`src/verilog/pic_pkg.sv`:
```
// constants, types and helpers shared by both ends of the peripheral interrupt link
// assumes one 10 MHz clock for both ends and an AHB-Lite master in front of the cpu end
//
// What this block does
// - first priority register: four two-bit group levels
// - second register: timer bits 3:2, K1 1:0
// - level codes: 11=3, 10=2, 01=1, 00=0
// - one enable bit per stopwatch/clock source
// - enable bits for timers, K ports, serial
// - flags latch events; write one clears
// - timer 1 flag bit 7, timer 0 bit 6
// - stopwatch/clock flag bit positions fixed
// - flags set regardless of enables or mask
// - watchdog request ignores enables and mask
// - requests below cpu mask level blocked
// - software vectors even, 26h to FEh
// - vector bytes 24h and 25h never used
// - no sleep for 2 msec after watchdog
// - set up sources before enabling them
package pic_pkg;

   localparam int SRC_N = 15;

   // device register map
   localparam logic [23:0] REG_PRIO_A = 24'h00FF20;
   localparam logic [23:0] REG_PRIO_B = 24'h00FF21;
   localparam logic [23:0] REG_EN_A = 24'h00FF22;
   localparam logic [23:0] REG_EN_B = 24'h00FF23;
   localparam logic [23:0] REG_PEND_A = 24'h00FF24;
   localparam logic [23:0] REG_PEND_B = 24'h00FF25;
   localparam logic [7:0] REG_RESET = 8'h00;

   // priority field positions
   localparam int PRIO_KPORT0_LSB = 6;
   localparam int PRIO_SERIAL_LSB = 4;
   localparam int PRIO_STOPWATCH_LSB = 2;
   localparam int PRIO_CLOCKTIMER_LSB = 0;
   localparam int PRIO_PROGTIMER_LSB = 2;
   localparam int PRIO_KPORT1_LSB = 0;

   // source numbering: bits 7..0 are pending_ports_serial, 14..8 pending_timers_a
   localparam logic [3:0] SRC_SERIAL_TX = 4'h0;
   localparam logic [3:0] SRC_SERIAL_RX = 4'h1;
   localparam logic [3:0] SRC_SERIAL_ERR = 4'h2;
   localparam logic [3:0] SRC_KPORT0_LO = 4'h3;
   localparam logic [3:0] SRC_KPORT0_HI = 4'h4;
   localparam logic [3:0] SRC_KPORT1 = 4'h5;
   localparam logic [3:0] SRC_PROGTIMER0 = 4'h6;
   localparam logic [3:0] SRC_PROGTIMER1 = 4'h7;
   localparam logic [3:0] SRC_CLOCK_1HZ = 4'h8;
   localparam logic [3:0] SRC_CLOCK_2HZ = 4'h9;
   localparam logic [3:0] SRC_CLOCK_8HZ = 4'hA;
   localparam logic [3:0] SRC_CLOCK_32HZ = 4'hB;
   localparam logic [3:0] SRC_SW_1HZ = 4'hC;
   localparam logic [3:0] SRC_SW_10HZ = 4'hD;
   localparam logic [3:0] SRC_SW_100HZ = 4'hE;
   localparam int PEND_A_LSB = 8;
   localparam int PEND_A_W = 7;
   localparam int PRIO_B_W = 4;

   typedef enum logic [1:0] {
      PIC_LVL0 = 2'h0,
      PIC_LVL1 = 2'h1,
      PIC_LVL2 = 2'h2,
      PIC_LVL3 = 2'h3
   } pic_level_t;

   // vector table
   localparam logic [7:0] VEC_FIRST_PERIPH = 8'h06;
   localparam logic [7:0] VEC_SOFT_LO = 8'h26;
   localparam logic [7:0] VEC_SOFT_HI = 8'hFE;
   localparam logic [7:0] VEC_RESERVED_LO = 8'h24;
   localparam logic [7:0] VEC_RESERVED_HI = 8'h25;
   localparam logic [4:0] ORDER_TIMERS_BASE = 5'h16;
   localparam logic [3:0] ORDER_PORTS_TOP = 4'h7;

   // cpu-end AHB register map and fields
   localparam logic [7:0] HOST_CTRL = 8'h00;
   localparam logic [7:0] HOST_CMD_WRITE = 8'h04;
   localparam logic [7:0] HOST_CMD_READ = 8'h08;
   localparam logic [7:0] HOST_RESULT = 8'h0C;
   localparam logic [7:0] HOST_STATUS = 8'h10;
   localparam logic [7:0] HOST_SOFTVEC = 8'h14;
   localparam int RESULT_DONE_BIT = 8;
   localparam int RESULT_BUSY_BIT = 9;
   localparam int STAT_VECTOR_LSB = 2;
   localparam int STAT_VADDR_LSB = 8;
   localparam int STAT_NMI_BIT = 16;
   localparam int STAT_SLEEP_OK_BIT = 17;
   localparam int SOFTVEC_BAD_BIT = 8;
   localparam int CMD_ADDR_LSB = 8;

   // sleep hold-off after a watchdog request
   localparam int NMI_SLEEP_WAIT_US = 2000;
   localparam int CLK_PERIOD_NS = 100;
   localparam int NMI_SLEEP_CYCLES = NMI_SLEEP_WAIT_US * 1000 / CLK_PERIOD_NS;
   localparam int HOLD_W = 16;

   typedef enum logic [1:0] {
      PIC_ACC_IDLE = 2'h0,
      PIC_ACC_REQ = 2'h1,
      PIC_ACC_WAIT = 2'h2
   } pic_acc_state_t;

   // vector order 0 is programmable timer 1, 14 is clock 1 Hz
   function automatic logic [3:0] pic_order_to_src(input logic [3:0] ord);
      if (ord <= ORDER_PORTS_TOP)
         return 4'(ORDER_PORTS_TOP - ord);
      else
         return 4'(ORDER_TIMERS_BASE - {1'b0, ord});
   endfunction : pic_order_to_src

   function automatic logic [7:0] pic_vector_addr(input logic [3:0] ord);
      return 8'(VEC_FIRST_PERIPH + {3'h0, ord, 1'b0});
   endfunction : pic_vector_addr

   function automatic pic_level_t pic_src_level(input logic [3:0] src, input logic [7:0] prio_a,
                                                input logic [PRIO_B_W-1:0] prio_b);
      case (src)
         SRC_PROGTIMER1, SRC_PROGTIMER0: return pic_level_t'(prio_b[PRIO_PROGTIMER_LSB +: 2]);
         SRC_KPORT1: return pic_level_t'(prio_b[PRIO_KPORT1_LSB +: 2]);
         SRC_KPORT0_HI, SRC_KPORT0_LO: return pic_level_t'(prio_a[PRIO_KPORT0_LSB +: 2]);
         SRC_SERIAL_ERR, SRC_SERIAL_RX, SRC_SERIAL_TX:
            return pic_level_t'(prio_a[PRIO_SERIAL_LSB +: 2]);
         SRC_SW_100HZ, SRC_SW_10HZ, SRC_SW_1HZ:
            return pic_level_t'(prio_a[PRIO_STOPWATCH_LSB +: 2]);
         default: return pic_level_t'(prio_a[PRIO_CLOCKTIMER_LSB +: 2]);
      endcase
   endfunction : pic_src_level

endpackage : pic_pkg
```
`src/verilog/pic_link_if.sv`:
```
// link between the interrupt controller and the cpu core's interrupt logic
// assumes both ends run on the same clock; no clocking block
`timescale 1ns/1ps
interface pic_link_if;
   // register access, cpu to controller
   logic reg_sel;
   logic reg_write;
   logic [23:0] reg_addr;
   logic [7:0] reg_wdata;
   logic [1:0] cpu_mask;
   // answers and requests, controller to cpu
   logic reg_ack;
   logic [7:0] reg_rdata;
   logic [1:0] irq_level;
   logic [3:0] irq_vector;
   logic nmi_req;

   modport dev (
      input reg_sel, reg_write, reg_addr, reg_wdata, cpu_mask,
      output reg_ack, reg_rdata, irq_level, irq_vector, nmi_req
   );
   modport cpu (
      output reg_sel, reg_write, reg_addr, reg_wdata, cpu_mask,
      input reg_ack, reg_rdata, irq_level, irq_vector, nmi_req
   );
endinterface : pic_link_if

```
`src/verilog/pic_cpu_end.sv`:
```
// cpu-core side of the interrupt link: AHB-Lite slave that holds the mask,
// relays register accesses to the controller and reports requests
// assumes a single AHB-Lite master issuing whole-word single transfers
`timescale 1ns/1ps
module pic_cpu_end
   import pic_pkg::*;
#(
   parameter int SLEEP_HOLD_CYCLES = NMI_SLEEP_CYCLES
)
(
   // clock and reset
   input wire logic hclk,
   input wire logic hresetn,
   // AHB-Lite slave
   input wire logic hsel,
   input wire logic [31:0] haddr,
   input wire logic [1:0] htrans,
   input wire logic hwrite,
   input wire logic [2:0] hsize,
   input wire logic [31:0] hwdata,
   input wire logic hready,
   output logic hreadyout,
   output logic hresp,
   output logic [31:0] hrdata,
   // link to the controller
   pic_link_if.cpu link
);

   typedef struct packed {
      logic hreadyout;
      logic [31:0] hrdata;
      logic wr_pend;
      logic rd_pend;
      logic [7:0] addr;
      logic cpu_mask_hi;
      logic cpu_mask_lo;
      pic_acc_state_t acc;
      logic sel;
      logic write;
      logic [23:0] link_addr;
      logic [7:0] link_wdata;
      logic [7:0] result;
      logic done;
      logic nmi_seen;
      logic [HOLD_W-1:0] hold;
      logic [7:0] softvec;
      logic softvec_bad;
   } pic_cpu_state_t;

   pic_cpu_state_t state;
   pic_cpu_state_t next_state;
   logic [31:0] rmux;

   always_comb
   begin
      rmux = '0;
      case (state.addr)
         HOST_CTRL: rmux = {30'h0, state.cpu_mask_hi, state.cpu_mask_lo};
         HOST_RESULT:
         begin
            rmux[7:0] = state.result;
            rmux[RESULT_DONE_BIT] = state.done;
            rmux[RESULT_BUSY_BIT] = (state.acc != PIC_ACC_IDLE);
         end
         HOST_STATUS:
         begin
            rmux[1:0] = link.irq_level;
            rmux[STAT_VECTOR_LSB +: 4] = link.irq_vector;
            if (link.irq_level != 2'h0)
               rmux[STAT_VADDR_LSB +: 8] = pic_vector_addr(link.irq_vector);
            rmux[STAT_NMI_BIT] = state.nmi_seen;
            rmux[STAT_SLEEP_OK_BIT] = (state.hold == '0);
         end
         HOST_SOFTVEC:
         begin
            rmux[7:0] = state.softvec;
            rmux[SOFTVEC_BAD_BIT] = state.softvec_bad;
         end
         default: rmux = '0;
      endcase
   end

   always_comb
   begin
      next_state = state;
      next_state.wr_pend = 1'b0;

      // reads take one wait state so a write just before is visible
      if (state.rd_pend)
      begin
         next_state.hrdata = rmux;
         next_state.hreadyout = 1'b1;
         next_state.rd_pend = 1'b0;
      end

      if (state.hold != '0)
         next_state.hold = HOLD_W'(state.hold - 1'b1);
      if (link.nmi_req)
         next_state.hold = HOLD_W'(SLEEP_HOLD_CYCLES);

      if (state.wr_pend)
      begin
         case (state.addr)
            HOST_CTRL:
            begin
               next_state.cpu_mask_hi = hwdata[1];
               next_state.cpu_mask_lo = hwdata[0];
            end
            HOST_CMD_WRITE, HOST_CMD_READ:
            begin
               // enables are forwarded only when software asks, after its setup
               if (state.acc == PIC_ACC_IDLE)
               begin
                  next_state.acc = PIC_ACC_REQ;
                  next_state.sel = 1'b1;
                  next_state.write = (state.addr == HOST_CMD_WRITE);
                  next_state.link_addr = hwdata[CMD_ADDR_LSB +: 24];
                  next_state.link_wdata = hwdata[7:0];
                  next_state.done = 1'b0;
               end
            end
            HOST_STATUS:
            begin
               if (hwdata[STAT_NMI_BIT])
                  next_state.nmi_seen = 1'b0;
            end
            HOST_SOFTVEC:
            begin
               if (hwdata[0] || hwdata[7:0] < VEC_SOFT_LO || hwdata[7:0] > VEC_SOFT_HI)
                  next_state.softvec_bad = 1'b1;
               else
               begin
                  next_state.softvec = hwdata[7:0];
                  next_state.softvec_bad = 1'b0;
               end
            end
            default:
            begin
               next_state.wr_pend = 1'b0;
            end
         endcase
      end

      // set wins over the software clear
      if (link.nmi_req)
         next_state.nmi_seen = 1'b1;

      case (state.acc)
         PIC_ACC_IDLE: next_state.sel = next_state.sel;
         PIC_ACC_REQ:
         begin
            next_state.sel = 1'b0;
            next_state.acc = PIC_ACC_WAIT;
         end
         PIC_ACC_WAIT:
         begin
            if (link.reg_ack)
            begin
               next_state.result = link.reg_rdata;
               next_state.done = 1'b1;
               next_state.acc = PIC_ACC_IDLE;
            end
         end
         default: next_state.acc = PIC_ACC_IDLE;
      endcase

      if (hsel && hready && htrans[1])
      begin
         next_state.addr = haddr[7:0];
         next_state.wr_pend = hwrite;
         if (!hwrite)
         begin
            next_state.rd_pend = 1'b1;
            next_state.hreadyout = 1'b0;
         end
      end
   end

   always_ff @(posedge hclk or negedge hresetn)
   begin
      if (!hresetn)
      begin
         state <= '0;
         state.hreadyout <= 1'b1;
         state.acc <= PIC_ACC_IDLE;
      end
      else
      begin
         state <= next_state;
      end
   end

   assign hreadyout = state.hreadyout;
   assign hresp = 1'b0;
   assign hrdata = state.hrdata;
   assign link.reg_sel = state.sel;
   assign link.reg_write = state.write;
   assign link.reg_addr = state.link_addr;
   assign link.reg_wdata = state.link_wdata;
   assign link.cpu_mask = {state.cpu_mask_hi, state.cpu_mask_lo};

endmodule : pic_cpu_end

```
`src/flat_wrapper.sv`:
```
// flat-port wrapper written by rule: the top's interface ports become plain ports
module pic_cpu_end_flat import pic_pkg::*;
#(
   parameter int SLEEP_HOLD_CYCLES = NMI_SLEEP_CYCLES
)
  (hclk, hresetn, hsel, haddr, htrans, hwrite, hsize, hwdata, hready, hreadyout, hresp, hrdata, link_reg_sel, link_reg_write, link_reg_addr, link_reg_wdata, link_cpu_mask, link_reg_ack, link_reg_rdata, link_irq_level, link_irq_vector, link_nmi_req);
  pic_link_if link_i ();
  input wire logic hclk;
  input wire logic hresetn;
  input wire logic hsel;
  input wire logic [31:0] haddr;
  input wire logic [1:0] htrans;
  input wire logic hwrite;
  input wire logic [2:0] hsize;
  input wire logic [31:0] hwdata;
  input wire logic hready;
  output logic hreadyout;
  output logic hresp;
  output logic [31:0] hrdata;
  output wire logic [$bits(link_i.reg_sel)-1:0] link_reg_sel;
  output wire logic [$bits(link_i.reg_write)-1:0] link_reg_write;
  output wire logic [$bits(link_i.reg_addr)-1:0] link_reg_addr;
  output wire logic [$bits(link_i.reg_wdata)-1:0] link_reg_wdata;
  output wire logic [$bits(link_i.cpu_mask)-1:0] link_cpu_mask;
  input wire logic [$bits(link_i.reg_ack)-1:0] link_reg_ack;
  input wire logic [$bits(link_i.reg_rdata)-1:0] link_reg_rdata;
  input wire logic [$bits(link_i.irq_level)-1:0] link_irq_level;
  input wire logic [$bits(link_i.irq_vector)-1:0] link_irq_vector;
  input wire logic [$bits(link_i.nmi_req)-1:0] link_nmi_req;
  assign link_reg_sel = link_i.reg_sel;
  assign link_reg_write = link_i.reg_write;
  assign link_reg_addr = link_i.reg_addr;
  assign link_reg_wdata = link_i.reg_wdata;
  assign link_cpu_mask = link_i.cpu_mask;
  assign link_i.reg_ack = link_reg_ack;
  assign link_i.reg_rdata = link_reg_rdata;
  assign link_i.irq_level = link_irq_level;
  assign link_i.irq_vector = link_irq_vector;
  assign link_i.nmi_req = link_nmi_req;
  pic_cpu_end #(.SLEEP_HOLD_CYCLES(SLEEP_HOLD_CYCLES)) u_core (.hclk(hclk), .hresetn(hresetn), .hsel(hsel), .haddr(haddr), .htrans(htrans), .hwrite(hwrite), .hsize(hsize), .hwdata(hwdata), .hready(hready), .hreadyout(hreadyout), .hresp(hresp), .hrdata(hrdata), .link(link_i));
endmodule
```
`config.mk`:
```
export PLATFORM = sky130hd
export DESIGN_NAME = pic_cpu_end_flat
export DESIGN_NICKNAME = d
export VERILOG_FILES = /design/src/verilog/pic_pkg.sv /design/src/verilog/pic_link_if.sv /design/src/verilog/pic_cpu_end.sv /design/src/flat_wrapper.sv
export SDC_FILE = /design/constraint.sdc
export NUM_CORES = 1
export LEC_CHECK = 0
export BUFFER_PORTS_ARGS = -buffer_cell sky130_fd_sc_hd__buf_4
export CORE_ASPECT_RATIO = 0.9
export CORE_UTILIZATION = 33
export DETAILED_ROUTE_END_ITERATION = 8
export SLEW_MARGIN = 20
export SYNTH_ARGS = -nofsm -noshare
export SYNTH_HDL_FRONTEND = slang
export SYNTH_SLANG_ARGS = --single-unit
```
`constraint.sdc`:
```
create_clock -name hclk -period 3.15 [get_ports hclk]
set_clock_uncertainty 0.2 [all_clocks]
set_input_delay 0.63 -clock hclk [delete_from_list [all_inputs] [get_ports hclk]]
set_output_delay 0.63 -clock hclk [all_outputs]
set_load 0.05 [all_outputs]
```
==> flow_summary.json <==
{
  "outcome": "completed",
  "worstSetupEndpointType": "flop",
  "postCtsSetupRepairBufs": 0,
  "clk_pin_slew_ns": 0.07,
  "routed_wl_mm": 10.5,
  "ys_top_cells_by_count": "dfrtp_1, buf_4, mux2_1, mux2_2, nor2_1",
  "max_slew.worst_pin.slew_ns": 0.788,
  "p_leak_uw": 0.00284,
  "drc": 0,
  "grt_pass1_wl_mm": 17.0,
  "htreeDepth": 3,
  "drtIter0Drc": 180,
  "synth_area_per_cell_um2": 11.9,
  "ir_drop_mv": 0.353,
  "maxCapViolCount": 0,
  "synth-seq-cells": 100,
  "hp-class": "primary input to async pin",
  "dr.pass1.iters": 4,
  "finalHoldViolCount": 0,
  "min_period_ns": 2.51,
  "final_cell_area_mm2": 0.00588,
  "grt_pass1_vias": 3282,
  "antenna_left": 0,
  "dieArea_mm2": 0.0153,
  "slew_headroom": 0.475,
  "ctsResizeCount": 0,
  "avgViaCountPerCell": 4.79,
  "crit_required_ns": 3.19,
  "cp_data_arrival_time_ns": 2.54,
  "n_antenna_cell": 0,
  "drive_gt1_frac": 0.346,
  "synth_edf_count": 0,
  "post-dp-hpwl_mm": 7.75,
  "clockRootBuffer": "clkbuf_16",
  "core_mm2": 0.0143,
  "instances_no_fill": 678,
  "finalSetupViolCount": 0,
  "seq_area_frac_synth": 0.511,
  "power.density_mw_per_mm2": 565,
  "gp_congestion": 0.743,
  "async_flop_share": 1.00,
  "num_rows": 41,
  "wl_per_cell_um": 15.4,
  "dieHeight_um": 118,
  "hold_slack_ns": 0.160,
  "worstSkewPairLatency_ns": 0.35,
  "ioPinCount": 160,
  "placed_cell_area_mm2": 0.00556,
  "numCtsBuffers": 9,
  "yosys-top-cells-area": "dfrtp_1, buf_4, mux2_1",
  "vias": 3251,
  "tritoncts": "yes",
  "chipWidth_um": 130,
  "yosys_warnings": 0,
  "ys.flop_type": "dfrtp_1",
  "fmax_ghz": 0.399,
  "grt-ovfl-total": 0,
  "startpoint_type": "flop",
  "crit_type": "flop to flop",
  "io_buffers": 114,
  "tns_ns": 0,
  "clock-sinks": 100,
  "fill_cells": 1389,
  "synth_cell_types": 58,
  "yosys.area.top_type_share": 0.506,
  "grt_max_degree": 63,
  "period_share": 0.795,
  "layout.nets": 573,
  "synth_most_common_cell": "dfrtp_1",
  "start_util": 0.343,
  "slew_violations": 0,
  "synthesis.area_mm2": 0.00490,
  "antenna_found_initial": 0,
  "cts_max_path_buffers": 2,
  "grt.total_usage": 0.148,
  "post-synth-top-area-cell": "dfrtp_1",
  "worstPathMaxFanout": 9,
  "seqCellArea_mm2": 0.00250,
  "placed_cells": 662,
  "synthCells": 412,
  "multi_input_area_mm2": 0.00185,
  "holdBufCountCts": 0,
  "synthToLayoutAreaGrowth_pct": 19.9,
  "rsz0062_at_grt": "no"
}
## cell families (layout without fill, tap and decap cells)
family	count (synthesis)	count (layout)	share of synthesized area
compound gates	56	56	0.0845
other cells	1	17	0.000766
fa+ha+maj	3	3	0.00766
mux	68	68	0.155
flops	100	100	0.511
simple gates	88	88	0.110
buf+inv	92	149	0.125
xor+xnor	4	4	0.00715
## cells in the final DEF, fill, tap and decap left out, drive strengths merged, types with 3 or more instances in the layout
master | netlist | final
mux2 | 61 | 61
nor3 | 12 | 12
o2bb2ai | 4 | 4
o41ai | 3 | 3
xnor2 | 3 | 3
or3 | 7 | 7
a21o | 3 | 3
nand2 | 5 | 5
a32oi | 3 | 3
nor4 | 6 | 6
buf | 74 | 122
nand3b | 3 | 3
conb | 1 | 17
or4 | 9 | 9
inv | 11 | 13
nor2 | 19 | 19
o21ai | 9 | 9
nor2b | 3 | 3
a21oi | 5 | 5
ha | 3 | 3
nand3 | 8 | 8
mux2i | 7 | 7
clkbuf | 7 | 11
dfrtp | 99 | 99
o31ai | 6 | 6
o311ai | 4 | 4
nand2b | 5 | 5
a22o | 8 | 8
## metal layers
| metal | vias to the layer above | part of all wire | global-route usage |
|---|---|---|---|
| met5 | - | 0 | 0 |
| met4 | 0 | 0.013 | 0.0474 |
| met3 | 12 | 0.069 | 0.0582 |
| met2 | 89 | 0.48 | 0.239 |
| met1 | 1616 | 0.44 | 0.178 |
| li1 | 1534 | - | - |
## path summary, 6_finish.rpt
path                                         startpoint                      endpoint  slack, ns  cells past startpoint
max                        u_core.state[76]$_DFFE_PN0P_   u_core.state[8]$_DFFE_PN0P_       0.64                      4
max in group asynchronous                       hresetn  u_core.state[78]$_DFFE_PN0P_       1.89                      2
max reg2reg                u_core.state[76]$_DFFE_PN0P_   u_core.state[8]$_DFFE_PN0P_       0.64                      4
min in group hclk                                hwrite    u_core.state[81]$_DFF_PN0_       0.27                      2
min                                             hresetn  u_core.hrdata[7]$_DFFE_PN0P_       0.16                      1
min reg2reg                u_core.state[25]$_DFFE_PN0P_  u_core.state[25]$_DFFE_PN0P_       0.29                      1
## final cells by class
type | count | share of cell area
inverters | 11 | 0.00703
repair buffers | 122 | 0.156
clock buffers | 11 | 0.0430
clock inverters | 5 | 0.0115
well taps | 193 | 0.0411
multi-input cells | 236 | 0.315
flip-flops and latches | 100 | 0.426
## worst max-delay path, cell delays in order (launching register included)
cell,delay (ns)
dfrtp_1,0.47
or4b_1,0.62
nor2_1,0.35
nand4_2,0.33
mux2_1,0.42
## where the power goes
part	switching [uW]	internal [uW]	leakage [uW]	total (uW)
sequential	100	1390	0.00130	1490
combinational	406	234	0.00138	639
clock	515	671	0.000152	1190
## sequential cells by signal (all words and copies together) (netlist names)
name                   count
u_core.hrdata             16
u_core.hreadyout           1
u_core.link.cpu_mask       2
u_core.link.reg_addr      24
u_core.link.reg_sel        1
u_core.link.reg_wdata      8
u_core.link.reg_write      1
u_core.state              47
## stage by stage
| step | util | setup slack [ns] | power [uW] |
|---|---|---|---|
| after floorplan | - | 0.839 | 2010 |
| after global placement | 0.390 | 0.713 | 2150 |
| after detailed placement | 0.390 | 0.681 | 2160 |
| after CTS | 0.412 | 0.672 | 3380 |
| after global routing | 0.412 | 0.539 | 3470 |
| final | 0.412 | 0.645 | 3320 |
(Power assumes the default switching activity.)
